===== config.mk =====
export PLATFORM = sky130hd
export DESIGN_NAME = cst_clock_core
export DESIGN_NICKNAME = d
export VERILOG_FILES = /design/src/cst_pkg.sv /design/src/cst_clk_div.sv /design/src/cst_clock_core.sv
export SDC_FILE = /design/constraint.sdc
export NUM_CORES = 2
export LEC_CHECK = 0
export ABC_AREA = 1
export BUFFER_PORTS_ARGS = -buffer_cell sky130_fd_sc_hd__buf_2
export CORE_MARGIN = 1.5
export CORE_UTILIZATION = 55
export CTS_BUF_LIST = sky130_fd_sc_hd__clkbuf_4 sky130_fd_sc_hd__clkbuf_8
export CTS_CLUSTER_DIAMETER = 150
export DETAILED_ROUTE_END_ITERATION = 12
export HOLD_SLACK_MARGIN = 0.05
export PLACE_DENSITY = 0.71
export SLEW_MARGIN = 10
export SYNTH_ARGS = -nofsm -noshare
export SYNTH_HDL_FRONTEND = slang
export SYNTH_HIERARCHICAL = 1
export SYNTH_SLANG_ARGS = --single-unit

===== constraint.sdc =====
create_clock -name clk_i -period 5.7 [get_ports clk_i]
set_input_delay 0.57 -clock clk_i [delete_from_list [all_inputs] [get_ports clk_i]]
set_output_delay 0.57 -clock clk_i [all_outputs]
set_load 0.01 [all_outputs]

===== src/cst_pkg.sv =====
// constants shared by the clock source and timewheel block
// assumes a single 40 MHz system clock and a 32-bit register bus
package cst_pkg;
   // ======================================================
   // clock and timing
   localparam int CLK_HZ = 40_000_000;
   localparam int LSO_FAST_HZ = 100_000;
   localparam int LSO_SLOW_HZ = 1_000;
   localparam int LSO_MID_DIV = 3;
   localparam int LSO_FAST_DIV = CLK_HZ / LSO_FAST_HZ;
   localparam int LSO_SLOW_DIV = LSO_FAST_HZ / LSO_SLOW_HZ;
   localparam int PLL_LOCK_US = 250;
   localparam int PLL_LOCK_CYC = PLL_LOCK_US * (CLK_HZ / 1_000_000);
   localparam int WATCH_HZ = 32_768;

   // ======================================================
   // register offsets (byte addresses)
   localparam logic [7:0] REG_CTRL = 8'h00;
   localparam logic [7:0] REG_PLL_DIV = 8'h04;
   localparam logic [7:0] REG_STATUS = 8'h08;
   localparam logic [7:0] REG_SLOW_CFG = 8'h0C;
   localparam logic [7:0] REG_FAST_CFG = 8'h10;
   localparam logic [7:0] REG_COUNT = 8'h14;
   localparam logic [7:0] REG_DIV_BASE = 8'h40;
   localparam int NUM_DIG = 8;
   localparam int NUM_ANA = 4;
   localparam int NUM_DIV = 13;

   // ======================================================
   // field positions
   localparam int CTRL_FSEL_LSB = 0;
   localparam int CTRL_DSRC_LSB = 4;
   localparam int CTRL_PSRC_LSB = 6;
   localparam int CTRL_PLL_EN = 8;
   localparam int CTRL_DBL_EN = 9;
   localparam int PDIV_IN_LSB = 0;
   localparam int PDIV_FB_LSB = 8;
   localparam int STAT_LOCK = 0;
   localparam int STAT_DBL = 1;
   localparam int SW_SEL_LSB = 0;
   localparam int SW_WAKE_EN = 4;
   localparam int SW_IRQ_EN = 5;
   localparam int SW_CLR = 8;
   localparam int FW_TERM_LSB = 0;
   localparam int FW_WAKE_EN = 5;
   localparam int FW_IRQ_EN = 6;
   localparam int CNT_FAST_LSB = 16;
   localparam int DIV_SEL_LSB = 16;
   localparam int DIV_EN = 31;

   // ======================================================
   // encodings and reset values
   localparam logic [2:0] IMO_NUM_FREQ = 3'h6;
   localparam logic [1:0] SRC_IMO = 2'h0;
   localparam logic [1:0] SRC_FXTAL = 2'h1;
   localparam logic [1:0] SRC_FABRIC = 2'h2;
   localparam logic [1:0] SRC_BAD = 2'h3;
   localparam logic [31:0] CTRL_RST = 32'h0000_0000;
   localparam logic [31:0] PDIV_RST = 32'h0000_0100;
   localparam logic [31:0] SLOW_RST = 32'h0000_0000;
   localparam logic [31:0] FAST_RST = 32'h0000_001F;
   localparam logic [31:0] DIV_RST = 32'h0000_0002;
endpackage


===== src/cst_clk_div.sv =====
// one clock divider: 8-input source select and 16-bit divide
// assumes source ticks are one-cycle enables on the system clock
`timescale 1ns/100ps
`default_nettype none
module cst_clk_div (
   input wire logic clk_i, // system clock
   input wire logic rst_n_i, // sync reset, active low
   input wire logic en_i, // divider enable
   input wire logic [7:0] src_ticks_i, // candidate source ticks
   input wire logic [2:0] sel_i, // source select
   input wire logic [15:0] div_i, // divide ratio
   output logic clk_o, // divided clock level
   output logic tick_o // pulse on each rising edge from a count wrap to zero
);
   import cst_pkg::*;

   logic [15:0] cnt_ff;
   logic clk_ff;
   logic tick_ff;
   logic in_tick;
   logic [15:0] ratio;
   logic [15:0] nxt_cnt;

   // ratios below two are taken as two
   always_comb begin
      in_tick = en_i & src_ticks_i[sel_i];
      ratio = (div_i < 16'h0002) ? 16'h0002 : div_i;
      nxt_cnt = (cnt_ff >= ratio - 16'h0001) ? 16'h0000 : cnt_ff + 16'h0001;
   end

   // output only ever changes from this flop, so it cannot glitch
   always_ff @(posedge clk_i) begin
      if (!rst_n_i || !en_i) begin
         cnt_ff <= 16'h0000;
         clk_ff <= 1'b0;
         tick_ff <= 1'b0;
      end else begin
         tick_ff <= in_tick && (nxt_cnt == 16'h0000);
         if (in_tick) begin
            cnt_ff <= nxt_cnt;
            clk_ff <= nxt_cnt < (ratio >> 1);
         end
      end
   end

   assign clk_o = clk_ff;
   assign tick_o = tick_ff;
endmodule
`default_nettype wire


===== src/cst_clock_core.sv =====
// clock sources, pll control, low-speed clocks, timewheels, dividers
// assumes oscillator outputs arrive as one-cycle enables, synchronous
// Summary of operation
// - main oscillator frequency from six fixed values
// - doubler emits twice its input rate
// - doubler input picks oscillator, crystal or fabric
// - pll ratio from input and feedback dividers
// - pll reference picks oscillator, crystal or fabric
// - pll locks within 250 us of enable
// - lock bit readable and routed to fabric
// - low-speed oscillator gives 1, 33, 100 kHz
// - 33 kHz is 100 kHz divided by three
// - slow wheel: free 13-bit count at 1 kHz
// - slow wheel halts in hibernate and debug
// - software can clear the slow wheel
// - slow wheel periodic wake, optional interrupt
// - fast wheel: 5-bit at 100 kHz, programmable end
// - fast wheel wraps at end and wakes
// - fast wheel end raises enabled interrupt
// - watch crystal gives one-second interrupt
// - eight fabric clocks feed digital dividers directly
// - eight digital, four analog, one bus divider
// - divider selects, divides, resyncs, deglitches
`timescale 1ns/100ps
`default_nettype none
module cst_clock_core #(
   parameter int LOCK_CYCLES = cst_pkg::PLL_LOCK_CYC // pll lock wait
) (
   input wire logic clk_i, // 40 MHz system clock
   input wire logic rst_n_i, // sync reset, active low
   input wire logic [7:0] avs_address_i, // byte address
   input wire logic avs_read_i, // read request
   input wire logic avs_write_i, // write request
   input wire logic [31:0] avs_writedata_i, // write data
   output logic [31:0] avs_readdata_o, // read data
   output logic avs_waitrequest_o, // stall
   input wire logic internal_main_osc_tick_i, // main osc tick
   input wire logic fast_crystal_osc_tick_i, // crystal osc tick
   input wire logic fabric_clk_tick_i, // primary fabric clock tick
   input wire logic [7:0] fabric_div_clk_i, // direct divider clocks
   input wire logic watch_crystal_osc_tick_i, // 32.768 kHz tick
   input wire logic hibernate_i, // hibernate mode
   input wire logic debug_halt_i, // cpu halted in debug
   output logic [2:0] internal_main_osc_freq_sel_o, // osc range
   output logic doubler_tick_o, // doubler tick
   output logic pll_tick_o, // pll tick
   output logic pll_lock_o, // lock to fabric
   output logic low_speed_clk_slow_o, // 1 kHz tick
   output logic low_speed_clk_mid_o, // 33 kHz tick
   output logic low_speed_clk_fast_o, // 100 kHz tick
   output logic slow_wake_o, // slow wheel wake pulse
   output logic slow_wake_irq_o, // slow wheel interrupt pulse
   output logic fast_wake_o, // fast wheel wake pulse
   output logic fast_wake_irq_o, // fast wheel interrupt pulse
   output logic rtc_second_irq_o, // one-second pulse
   output logic [7:0] dig_clk_o, // digital divider clocks
   output logic [3:0] ana_clk_o, // analog divider clocks
   output logic bus_clk_o // bus and cpu clock
);
   import cst_pkg::*;

   localparam logic [8:0] FAST_DIV_M1 = 9'(LSO_FAST_DIV - 1);
   localparam logic [6:0] SLOW_DIV_M1 = 7'(LSO_SLOW_DIV - 1);
   localparam logic [1:0] MID_DIV_M1 = 2'(LSO_MID_DIV - 1);
   localparam logic [14:0] WATCH_M1 = 15'(WATCH_HZ - 1);
   localparam logic [15:0] LOCK_M = 16'(LOCK_CYCLES);

   // ======================================================
   // register bus
   logic ack_ff;
   logic [31:0] rdata_ff;
   logic [31:0] nxt_rdata;
   logic wr_fire;
   logic [31:0] ctrl_ff;
   logic [31:0] pdiv_ff;
   logic [31:0] slow_cfg_ff;
   logic [31:0] fast_cfg_ff;
   logic [31:0] div_ff [NUM_DIV];
   logic [12:0] slow_cnt_ff;
   logic [4:0] fast_cnt_ff;
   logic lock_ff;
   logic dbl_act_ff;

   // one wait state: every access completes on the second edge
   assign avs_waitrequest_o = (avs_read_i | avs_write_i) & ~ack_ff;
   assign wr_fire = avs_write_i & ~avs_waitrequest_o;
   assign avs_readdata_o = rdata_ff;

   always_ff @(posedge clk_i) begin
      if (!rst_n_i) begin
         ack_ff <= 1'b0;
      end else begin
         ack_ff <= (avs_read_i | avs_write_i) & ~ack_ff;
      end
   end

   always_comb begin
      nxt_rdata = 32'h0000_0000;
      unique case (avs_address_i)
         REG_CTRL: nxt_rdata = ctrl_ff;
         REG_PLL_DIV: nxt_rdata = pdiv_ff;
         REG_STATUS: begin
            nxt_rdata[STAT_LOCK] = lock_ff;
            nxt_rdata[STAT_DBL] = dbl_act_ff;
         end
         REG_SLOW_CFG: nxt_rdata = slow_cfg_ff;
         REG_FAST_CFG: nxt_rdata = fast_cfg_ff;
         REG_COUNT: begin
            nxt_rdata[12:0] = slow_cnt_ff;
            nxt_rdata[CNT_FAST_LSB +: 5] = fast_cnt_ff;
         end
         default: begin
            for (int i = 0; i < NUM_DIV; i++) begin
               if (avs_address_i == REG_DIV_BASE + 8'(4 * i)) begin
                  nxt_rdata = div_ff[i];
               end
            end
         end
      endcase
   end

   always_ff @(posedge clk_i) begin
      if (!rst_n_i) begin
         rdata_ff <= 32'h0000_0000;
      end else if (avs_read_i && !ack_ff) begin
         rdata_ff <= nxt_rdata;
      end
   end

   // ======================================================
   // control registers; illegal codes leave the old value in place
   logic pll_restart;
   logic slow_clr;
   assign slow_clr = wr_fire && (avs_address_i == REG_SLOW_CFG) && avs_writedata_i[SW_CLR];
   // dropping the enable clears lock on the same edge; a refused source code changes nothing
   assign pll_restart = wr_fire && ((avs_address_i == REG_PLL_DIV) ||
      (avs_address_i == REG_CTRL && (!avs_writedata_i[CTRL_PLL_EN] ||
      (avs_writedata_i[CTRL_PSRC_LSB +: 2] != ctrl_ff[CTRL_PSRC_LSB +: 2] &&
      avs_writedata_i[CTRL_PSRC_LSB +: 2] != SRC_BAD))));

   always_ff @(posedge clk_i) begin
      if (!rst_n_i) begin
         ctrl_ff <= CTRL_RST;
      end else if (wr_fire && avs_address_i == REG_CTRL) begin
         if (avs_writedata_i[CTRL_FSEL_LSB +: 3] < IMO_NUM_FREQ) begin
            ctrl_ff[CTRL_FSEL_LSB +: 3] <= avs_writedata_i[CTRL_FSEL_LSB +: 3];
         end
         if (avs_writedata_i[CTRL_DSRC_LSB +: 2] != SRC_BAD) begin
            ctrl_ff[CTRL_DSRC_LSB +: 2] <= avs_writedata_i[CTRL_DSRC_LSB +: 2];
         end
         if (avs_writedata_i[CTRL_PSRC_LSB +: 2] != SRC_BAD) begin
            ctrl_ff[CTRL_PSRC_LSB +: 2] <= avs_writedata_i[CTRL_PSRC_LSB +: 2];
         end
         ctrl_ff[CTRL_PLL_EN] <= avs_writedata_i[CTRL_PLL_EN];
         ctrl_ff[CTRL_DBL_EN] <= avs_writedata_i[CTRL_DBL_EN];
      end
   end

   // feedback divider value zero is refused so 64 x 63 ratios remain
   always_ff @(posedge clk_i) begin
      if (!rst_n_i) begin
         pdiv_ff <= PDIV_RST;
      end else if (wr_fire && avs_address_i == REG_PLL_DIV) begin
         pdiv_ff[PDIV_IN_LSB +: 6] <= avs_writedata_i[PDIV_IN_LSB +: 6];
         if (avs_writedata_i[PDIV_FB_LSB +: 6] != 6'h00) begin
            pdiv_ff[PDIV_FB_LSB +: 6] <= avs_writedata_i[PDIV_FB_LSB +: 6];
         end
      end
   end

   always_ff @(posedge clk_i) begin
      if (!rst_n_i) begin
         slow_cfg_ff <= SLOW_RST;
         fast_cfg_ff <= FAST_RST;
      end else if (wr_fire) begin
         if (avs_address_i == REG_SLOW_CFG) begin
            slow_cfg_ff <= {26'h000_0000, avs_writedata_i[5:0]};
         end
         if (avs_address_i == REG_FAST_CFG) begin
            fast_cfg_ff <= {25'h000_0000, avs_writedata_i[6:0]};
         end
      end
   end

   always_ff @(posedge clk_i) begin
      for (int i = 0; i < NUM_DIV; i++) begin
         if (!rst_n_i) begin
            div_ff[i] <= DIV_RST;
         end else if (wr_fire && avs_address_i == REG_DIV_BASE + 8'(4 * i)) begin
            div_ff[i] <= avs_writedata_i & 32'h8007_FFFF;
         end
      end
   end

   assign internal_main_osc_freq_sel_o = ctrl_ff[CTRL_FSEL_LSB +: 3];

   // ======================================================
   // source select for doubler and pll reference
   function automatic logic pick_src(input logic [1:0] s, input logic a,
      input logic b, input logic c);
      pick_src = (s == SRC_IMO) ? a : (s == SRC_FXTAL) ? b : (s == SRC_FABRIC) ? c : 1'b0;
   endfunction

   logic dbl_in;
   logic ref_in;
   assign dbl_in = pick_src(ctrl_ff[CTRL_DSRC_LSB +: 2], internal_main_osc_tick_i,
      fast_crystal_osc_tick_i, fabric_clk_tick_i);
   assign ref_in = pick_src(ctrl_ff[CTRL_PSRC_LSB +: 2], internal_main_osc_tick_i,
      fast_crystal_osc_tick_i, fabric_clk_tick_i);

   // ======================================================
   // doubler: a tick on each input edge plus one at half period
   logic [15:0] dbl_cnt_ff;
   logic [15:0] dbl_per_ff;
   logic dbl_tick_ff;
   always_ff @(posedge clk_i) begin
      if (!rst_n_i || !ctrl_ff[CTRL_DBL_EN]) begin
         dbl_cnt_ff <= 16'h0000;
         dbl_per_ff <= 16'h0000;
         dbl_tick_ff <= 1'b0;
         dbl_act_ff <= 1'b0;
      end else if (dbl_in) begin
         dbl_per_ff <= dbl_cnt_ff + 16'h0001;
         dbl_cnt_ff <= 16'h0000;
         dbl_tick_ff <= 1'b1;
         dbl_act_ff <= 1'b1;
      end else begin
         if (dbl_cnt_ff != 16'hFFFF) begin
            dbl_cnt_ff <= dbl_cnt_ff + 16'h0001;
         end
         dbl_tick_ff <= (dbl_per_ff >= 16'h0002) && (dbl_cnt_ff + 16'h0001 == dbl_per_ff >> 1);
      end
   end
   assign doubler_tick_o = dbl_tick_ff;

   // ======================================================
   // pll: credit accumulator gives fb/in rate; lock after a fixed wait
   logic [7:0] credit_ff;
   logic pll_tick_ff;
   logic [15:0] lock_cnt_ff;
   logic [6:0] in_div;
   logic [7:0] credit_add;
   assign in_div = {1'b0, pdiv_ff[PDIV_IN_LSB +: 6]} + 7'h01;
   assign credit_add = (ref_in && !credit_ff[7]) ? {2'h0, pdiv_ff[PDIV_FB_LSB +: 6]} : 8'h00;

   always_ff @(posedge clk_i) begin
      if (!rst_n_i || !ctrl_ff[CTRL_PLL_EN]) begin
         credit_ff <= 8'h00;
         pll_tick_ff <= 1'b0;
      end else if (credit_ff >= {1'b0, in_div}) begin
         credit_ff <= credit_ff - {1'b0, in_div} + credit_add;
         pll_tick_ff <= 1'b1;
      end else begin
         credit_ff <= credit_ff + credit_add;
         pll_tick_ff <= 1'b0;
      end
   end
   assign pll_tick_o = pll_tick_ff;

   // software must drop the enable before low power; lock then clears
   always_ff @(posedge clk_i) begin
      if (!rst_n_i || !ctrl_ff[CTRL_PLL_EN] || pll_restart) begin
         lock_cnt_ff <= 16'h0000;
         lock_ff <= 1'b0;
      end else if (lock_cnt_ff != LOCK_M) begin
         lock_cnt_ff <= lock_cnt_ff + 16'h0001;
         lock_ff <= (lock_cnt_ff + 16'h0001 == LOCK_M);
      end
   end
   assign pll_lock_o = lock_ff;

   // ======================================================
   // low-speed oscillator ticks
   logic [8:0] lso_cnt_ff;
   logic [6:0] slow_div_ff;
   logic [1:0] mid_div_ff;
   logic fast_ff;
   logic slow_ff;
   logic mid_ff;
   always_ff @(posedge clk_i) begin
      if (!rst_n_i) begin
         lso_cnt_ff <= 9'h000;
         fast_ff <= 1'b0;
      end else begin
         lso_cnt_ff <= (lso_cnt_ff == FAST_DIV_M1) ? 9'h000 : lso_cnt_ff + 9'h001;
         fast_ff <= (lso_cnt_ff == FAST_DIV_M1);
      end
   end

   always_ff @(posedge clk_i) begin
      if (!rst_n_i) begin
         slow_div_ff <= 7'h00;
         mid_div_ff <= 2'h0;
         slow_ff <= 1'b0;
         mid_ff <= 1'b0;
      end else begin
         slow_ff <= (lso_cnt_ff == FAST_DIV_M1) && (slow_div_ff == SLOW_DIV_M1);
         mid_ff <= (lso_cnt_ff == FAST_DIV_M1) && (mid_div_ff == MID_DIV_M1);
         if (lso_cnt_ff == FAST_DIV_M1) begin
            slow_div_ff <= (slow_div_ff == SLOW_DIV_M1) ? 7'h00 : slow_div_ff + 7'h01;
            mid_div_ff <= (mid_div_ff == MID_DIV_M1) ? 2'h0 : mid_div_ff + 2'h1;
         end
      end
   end
   assign low_speed_clk_fast_o = fast_ff;
   assign low_speed_clk_mid_o = mid_ff;
   assign low_speed_clk_slow_o = slow_ff;

   // ======================================================
   // slow wheel; period is 2^sel ticks for sel up to 13 (8192 ticks for sel 13 to 15), chosen as a power of two
   logic slow_run;
   logic slow_evt;
   logic [12:0] slow_mask;
   logic slow_wake_ff;
   logic slow_irq_ff;
   assign slow_run = slow_ff && !hibernate_i && !debug_halt_i;
   assign slow_mask = 13'((14'h0001 << slow_cfg_ff[SW_SEL_LSB +: 4]) - 14'h0001);
   assign slow_evt = slow_run && ((slow_cnt_ff & slow_mask) == slow_mask);

   always_ff @(posedge clk_i) begin
      if (!rst_n_i || slow_clr) begin
         slow_cnt_ff <= 13'h0000;
      end else if (slow_run) begin
         slow_cnt_ff <= slow_cnt_ff + 13'h0001;
      end
   end

   always_ff @(posedge clk_i) begin
      if (!rst_n_i) begin
         slow_wake_ff <= 1'b0;
         slow_irq_ff <= 1'b0;
      end else begin
         slow_wake_ff <= slow_evt && slow_cfg_ff[SW_WAKE_EN];
         slow_irq_ff <= slow_evt && slow_cfg_ff[SW_IRQ_EN];
      end
   end
   assign slow_wake_o = slow_wake_ff;
   assign slow_wake_irq_o = slow_irq_ff;

   // ======================================================
   // fast wheel
   logic fast_evt;
   logic fast_wake_ff;
   logic fast_irq_ff;
   assign fast_evt = fast_ff && (fast_cnt_ff == fast_cfg_ff[FW_TERM_LSB +: 5]);

   always_ff @(posedge clk_i) begin
      if (!rst_n_i) begin
         fast_cnt_ff <= 5'h00;
      end else if (fast_ff) begin
         fast_cnt_ff <= fast_evt ? 5'h00 : fast_cnt_ff + 5'h01;
      end
   end

   always_ff @(posedge clk_i) begin
      if (!rst_n_i) begin
         fast_wake_ff <= 1'b0;
         fast_irq_ff <= 1'b0;
      end else begin
         fast_wake_ff <= fast_evt && fast_cfg_ff[FW_WAKE_EN];
         fast_irq_ff <= fast_evt && fast_cfg_ff[FW_IRQ_EN];
      end
   end
   assign fast_wake_o = fast_wake_ff;
   assign fast_wake_irq_o = fast_irq_ff;

   // ======================================================
   // watch crystal: one-second time base
   logic [14:0] watch_cnt_ff;
   logic sec_ff;
   always_ff @(posedge clk_i) begin
      if (!rst_n_i) begin
         watch_cnt_ff <= 15'h0000;
         sec_ff <= 1'b0;
      end else begin
         sec_ff <= watch_crystal_osc_tick_i && (watch_cnt_ff == WATCH_M1);
         if (watch_crystal_osc_tick_i) begin
            watch_cnt_ff <= (watch_cnt_ff == WATCH_M1) ? 15'h0000 : watch_cnt_ff + 15'h0001;
         end
      end
   end
   assign rtc_second_irq_o = sec_ff;

   // ======================================================
   // clock dividers: 0..7 digital, 8..11 analog, 12 bus
   logic [NUM_DIV-1:0] div_clk;
   for (genvar g = 0; g < NUM_DIV; g++) begin : g_div
      logic direct;
      assign direct = (g < NUM_DIG) ? fabric_div_clk_i[g % NUM_DIG] : 1'b0;
      cst_clk_div u_div (
         .clk_i(clk_i),
         .rst_n_i(rst_n_i),
         .en_i(div_ff[g][DIV_EN]),
         .src_ticks_i({direct, watch_crystal_osc_tick_i, fast_ff, dbl_tick_ff,
            pll_tick_ff, fabric_clk_tick_i, fast_crystal_osc_tick_i,
            internal_main_osc_tick_i}),
         .sel_i(div_ff[g][DIV_SEL_LSB +: 3]),
         .div_i(div_ff[g][15:0]),
         .clk_o(div_clk[g]),
         .tick_o()
      );
   end
   assign dig_clk_o = div_clk[7:0];
   assign ana_clk_o = div_clk[11:8];
   assign bus_clk_o = div_clk[12];
endmodule
`default_nettype wire


# Word level (Yosys, flattened, before mapping)
# Memories as Yosys holds them, arrays and structs flattened.
# Index checks and enable logic that the tools add are counted.
# W data, S select, Z words.
[word_totals] output_inout_bits=60 wordCells=448 in_bits=58 memories=1 regBits=407 ram_bits=260
[mem_list] name="div_ff" words=13 width=20 rd=13 rd_clocked_by_memory_dff=0 wr=13 line_no="cst_clock_core.sv:78" text="logic [31:0] div_ff [NUM_DIV];"
[classes] add_sub_neg=39 n_eq_ne=35 shift=1 mux=137 n_reduce_logical=89 bitwise_logic=33 n_lt_le_gt_ge=55
[op_table] cell="$mux W16" count=26
[op_table] cell="$mux W32" count=13
[op_table] cell="$mux W20" count=13
[op_table] cell="$add A16 B1 Y16 const B" count=15
[op_table] cell="$ge A16 B16 Y1" count=13
[op_table] cell="$lt A16 B15 Y1" count=13
[op_table] cell="$lt A16 B2 Y1 const B" count=13
[op_table] cell="$sub A16 B1 Y16 const B" count=13
[op_table] cell="$eq A8 B7 Y1 const B" count=13
[op_table] cell="$pmux W11 S6" count=1
[op_table] cell="$mux W1" count=61
[op_table] cell="$lt A3 B4 Y1 const B" count=13
[op_table] cell="$bmux W1 S3" count=13
[op_table] cell="$logic_and A1 B1 Y1" count=34
[op_table] cell="$logic_not A1 Y1" count=21
[op_table] cell="$logic_or A1 B1 Y1" count=19
[op_table] cell="$add A8 B6 Y8" count=2
[op_table] cell="$eq A16 B14 Y1 const B" count=1
[op_table] cell="$eq A16 B15 Y1" count=1
[op_table] cell="$eq A8 B4 Y1 const B" count=2
[op_table] cell="$eq A8 B5 Y1 const B" count=2
[op_table] cell="$ge A16 B2 Y1 const B" count=1
[op_table] cell="$ne A16 B14 Y1 const B" count=1
[op_table] cell="$ne A16 B16 Y1 const B" count=1
[op_table] cell="43 further kinds" count=84

# Logic depth before layout (Yosys ltp)
[depth] ltp_word=15 ltp_mapped=33 depth_no_buf=33

# Hierarchy
# The synthesis kept the hierarchy.
[modules_own_cells] module="cst_clock_core" seq_area_each_um2=11310.8 area_each_um2=20721.1 cells_per_inst=2392 n_inst=1
[modules_own_cells] module="cst_clk_div (g_div[12].u_div ...)" seq_area_each_um2=360.3 area_each_um2=2218.4 cells_per_inst=351 n_inst=8
[modules_own_cells] module="cst_clk_div (g_div[0].u_div ...)" seq_area_each_um2=360.3 area_each_um2=2237.1 cells_per_inst=350 n_inst=5

# Least setup slack after synthesis
# OpenSTA, ideal clock, no wires.
[synth_path] kind="register to register" startpoint="memory div_ff[6][11] in the netlist's numbering" endpoint="register g_div[12].u_div.clk_ff" path_buffers=1 arrival_time_ns=3.984 path_stages_with_launch=30 path_slack_ns=1.645 synth_period_minus_slack_ns=4.055 path_cell_list="edfxtp_1 nor2_1 nand3_1 nor2_1 nand4_1 nand2_1 ha_1 nand2_1 nor2_1 nand3_1 nor3_1 nand2_1 nor3_1 xor2_1 ha_1 nand4_1 a21oi_1 nor2_1 nand2_1 buf_2 or2_1 inv_1 ha_1 a21oi_1 nor2_1 a211oi_1 nor2_1 nor2_1 nand2_1 a21oi_1"
[synth_lines] item="from (decl)" line_no="cst_clock_core.sv:78"
[synth_lines] item="to (signal assigned)" line_no="cst_clk_div.sv:41" text="clk_ff <= nxt_cnt < (ratio >> 1);"
[synth_lines] item="to (decl)" line_no="cst_clk_div.sv:18" text="logic clk_ff;"

==> impl_metrics.py <==
metrics = {
    "outcome": {
        "status": "finished clean",
    },
    "clock_tree": {
        "path_clk_slew_ns": 0.06,
        "cts_tree": "done",
        "cts_root_buf": "clkbuf_8",
        "insertion_delay_ns": 0.82,
        "postCtsSetupBuffers": 0,
        "numCtsBuffers": 117,
        "clk_path_buf_depth": 3,
        "numClockSinks": 656,
        "htree_levels": 3,
    },
    "critical_path": {
        "slowest_stage": "edfxtp_1",
        "reg2reg_slack_ns": 0.58,
        "cp_max_fo": 10,
        "cp-end-kind": "register",
        "crit_arrival_ns": 5.82,
        "crit_family": "simple AND/OR/NAND/NOR gates",
        "reg2reg_from": "div_ff[5][9]",
        "r2r_cells": 28,
        "cp-startpoint": "div_ff[5][9]",
        "cp-start-kind": "register",
        "crit_path_max_incr_delay_ns": 0.48,
        "r2r_end": "g_div[10].u_div/clk_o",
        "crit_type": "reg2reg",
        "crit_buf_inv": 2,
        "critPathRequiredTime_ns": 6.41,
    },
    "finish": {
        "fill_cells": 8301,
        "final_area_um2": 52790,
        "area_delta_synth_final_pct": 8.152,
        "utilization": 0.5992,
        "instances_no_fill": 8199,
        "regArea_um2": 15740,
        "layout.nets": 7445,
        "multi_input_area_um2": 28220,
        "drive_above_1_share": 0.1071,
    },
    "worst_hold_path": {
        "hold_depth": 4,
        "min_to": "slow_cnt_ff[2]",
        "worstHoldStart": "debug_halt_i",
        "hold_class": "in2reg",
    },
    "grt": {
        "grt_pass1_wl_um": 222800,
        "antenna_found_initial": 4,
        "grt_max_degree": 50,
        "grt_pass1_vias": 42360,
        "grt_overflow": 0,
        "globalRouteTotalUtil": 0.3091,
    },
    "timing": {
        "finalCritPeriodShare": 0.8976,
        "slew_headroom": 0.1533,
        "hold_viol": 0,
        "finalCriticalPeriod_ns": 5.116,
        "grt_setup_unrepaired": "no",
        "fin_ws_ns": 0.5836,
        "finalClockSkew_ns": 0.05037,
        "tns_ns": 0,
        "fmax_mhz": 195.5,
        "worst_pin_slew_ns": 1.268,
        "setup_viol": 0,
        "drv_slew": 0,
    },
    "routing": {
        "drt_wl_total_um": 142100,
        "antenna_left": 0,
        "viasPerCell": 5.509,
        "vias": 45170,
        "drc": 0,
        "wire_per_inst_um": 17.33,
        "drt_iter0_markers": 3897,
        "drt_pass1_iterations": 6,
    },
    "synth": {
        "netlist_instances": 6833,
        "avgSynthCellArea_um2": 7.143,
        "yosysWarnings": 6,
        "syn_area_um2": 48810,
    },
    "die": {
        "die_w_um": 300.9,
        "die_y_um": 300.9,
        "num_rows": 109,
        "core_area_um2": 88100,
        "start_util": 0.5540,
        "die_area_um2": 90540,
        "io_pins": 118,
    },
    "pwr": {
        "vdd_drop_max_mv": 0.1890,
        "powerDensity_nw_per_um2": 203.5,
        "leakagePower_uw": 0.02402,
    },
    "run": {
        "drv_cap": 0,
    },
    "placed_design": {
        "place_area_um2": 50150,
        "place.gp.congestion": 1.010,
        "placed_cells": 7965,
        "port_buffers": 95,
        "pre_cts_slack_ns": 0.7354,
        "dp_hpwl_um": 105800,
    },
}
-- stage by stage --
| stage | hold slack (ns) | power [uW] |
|---|---|---|
| 2_1_floorplan | 0.4175 | 5709 |
| 3_3_place_gp | 0.4228 | 5994 |
| 3_5_place_dp | 0.4448 | 6017 |
| 4_1_cts | 0.07340 | 10790 |
| 5_1_grt | 0.1374 | 11100 |
| 6_report | 0.1393 | 10740 |
-- placed cells by master (no fill, tap or decap), types with 10 or more instances in the layout --
master / instances
nor2_4: 51
clkinv_1: 17
o21ai_1: 42
or2_1: 13
or2_2: 16
conb_1: 15
edfxtp_1: 260
o21bai_1: 15
nor3_4: 10
o21ai_2: 19
clkbuf_4: 46
a211oi_1: 29
nand2_1: 1405
o22ai_1: 17
nor4_1: 24
nor3_2: 27
nand3_1: 244
dlygate4sd3_1: 13
inv_2: 99
nand2_4: 10
dfxtp_1: 396
ha_1: 448
clkinv_2: 18
o21ai_0: 308
o211ai_1: 24
xor2_1: 240
nor2_1: 948
clkbuf_8: 130
nand3_2: 49
nor2_2: 61
nand4_1: 184
buf_4: 24
xnor2_1: 27
nor3_1: 101
nand2_2: 52
inv_1: 982
a21oi_1: 482
buf_2: 94
o211ai_2: 13
-- routing by layer --
metal,track usage,part of all wire
met4,0.1278,0.043
met1,0.3967,0.41
met3,0.05916,0.086
met5,0,0.000091
met2,0.5086,0.46
-- worst reg2reg max path: cells and delay by family (launching register included) --
family / cells / cell delay [ns]
AOI/OAI and AO/OA: 4 / 0.55
and+or+nand+nor: 18 / 2.81
xor gates and xnor gates: 1 / 0.20
DFF: 1 / 0.48
adders and majority gates: 3 / 0.72
buffers and inverters: 2 / 0.24
-- worst max-delay path by stage --
stage | endpoint | slack (ns) | cells after the start
finish | g_div[10].u_div/clk_o | 0.58 | 28
global route | g_div[2].u_div/clk_o | 0.07 | 29
CTS | g_div[2].u_div/clk_o | 0.70 | 28
detailed placement | g_div[12].u_div/clk_o | 0.74 | 29
global placement | g_div[5].u_div/clk_o | 0.81 | 28
floorplan | g_div[12].u_div/clk_o | 1.68 | 29
-- report_power, final --
group / switching (uW) / internal, uW / leakage, uW / total, uW
combinational: 622 / 247 / 0.0168 / 869
clock: 2160 / 2630 / 0.00134 / 4790
sequential: 121 / 4960 / 0.00584 / 5080
-- sequential cells by signal, summed over array words and instances (netlist names), 2 cells and up --
register and count:
div_ff 260, g_div.u_div/cnt_ff 208, avs_readdata_o 22, dbl_cnt_ff 16
lock_cnt_ff 16, dbl_per_ff 15, watch_cnt_ff 15, g_div.u_div/clk_o 13
slow_cnt_ff 13, pdiv_ff 12, ctrl_ff 9, lso_cnt_ff 9
credit_ff 8, fast_cfg_ff 7, slow_div_ff 7, slow_cfg_ff 6
fast_cnt_ff 5, mid_div_ff 2
-- final cells by class --
class                           instances  area share
Multi-Input combinational cell       4938      0.5347
Antenna cell                            5   0.0002370
Clock buffer                          176     0.04044
Inverter                             1088     0.07746
Clock inverter                         40    0.006684
Tap cell                             1165     0.02761
Timing Repair Buffer                  131     0.01479
Sequential cell                       656      0.2981
-- repair_timing --
| item | CTS | global route |
|---|---|---|
| hold buffers | 13 | 0 |
| setup endpoints to repair | 0 | 1 |
| gates resized for setup | 0 | 1 |
| hold endpoints to repair | 12 | 0 |
No activity file was read; power rests on OpenSTA's default activity.
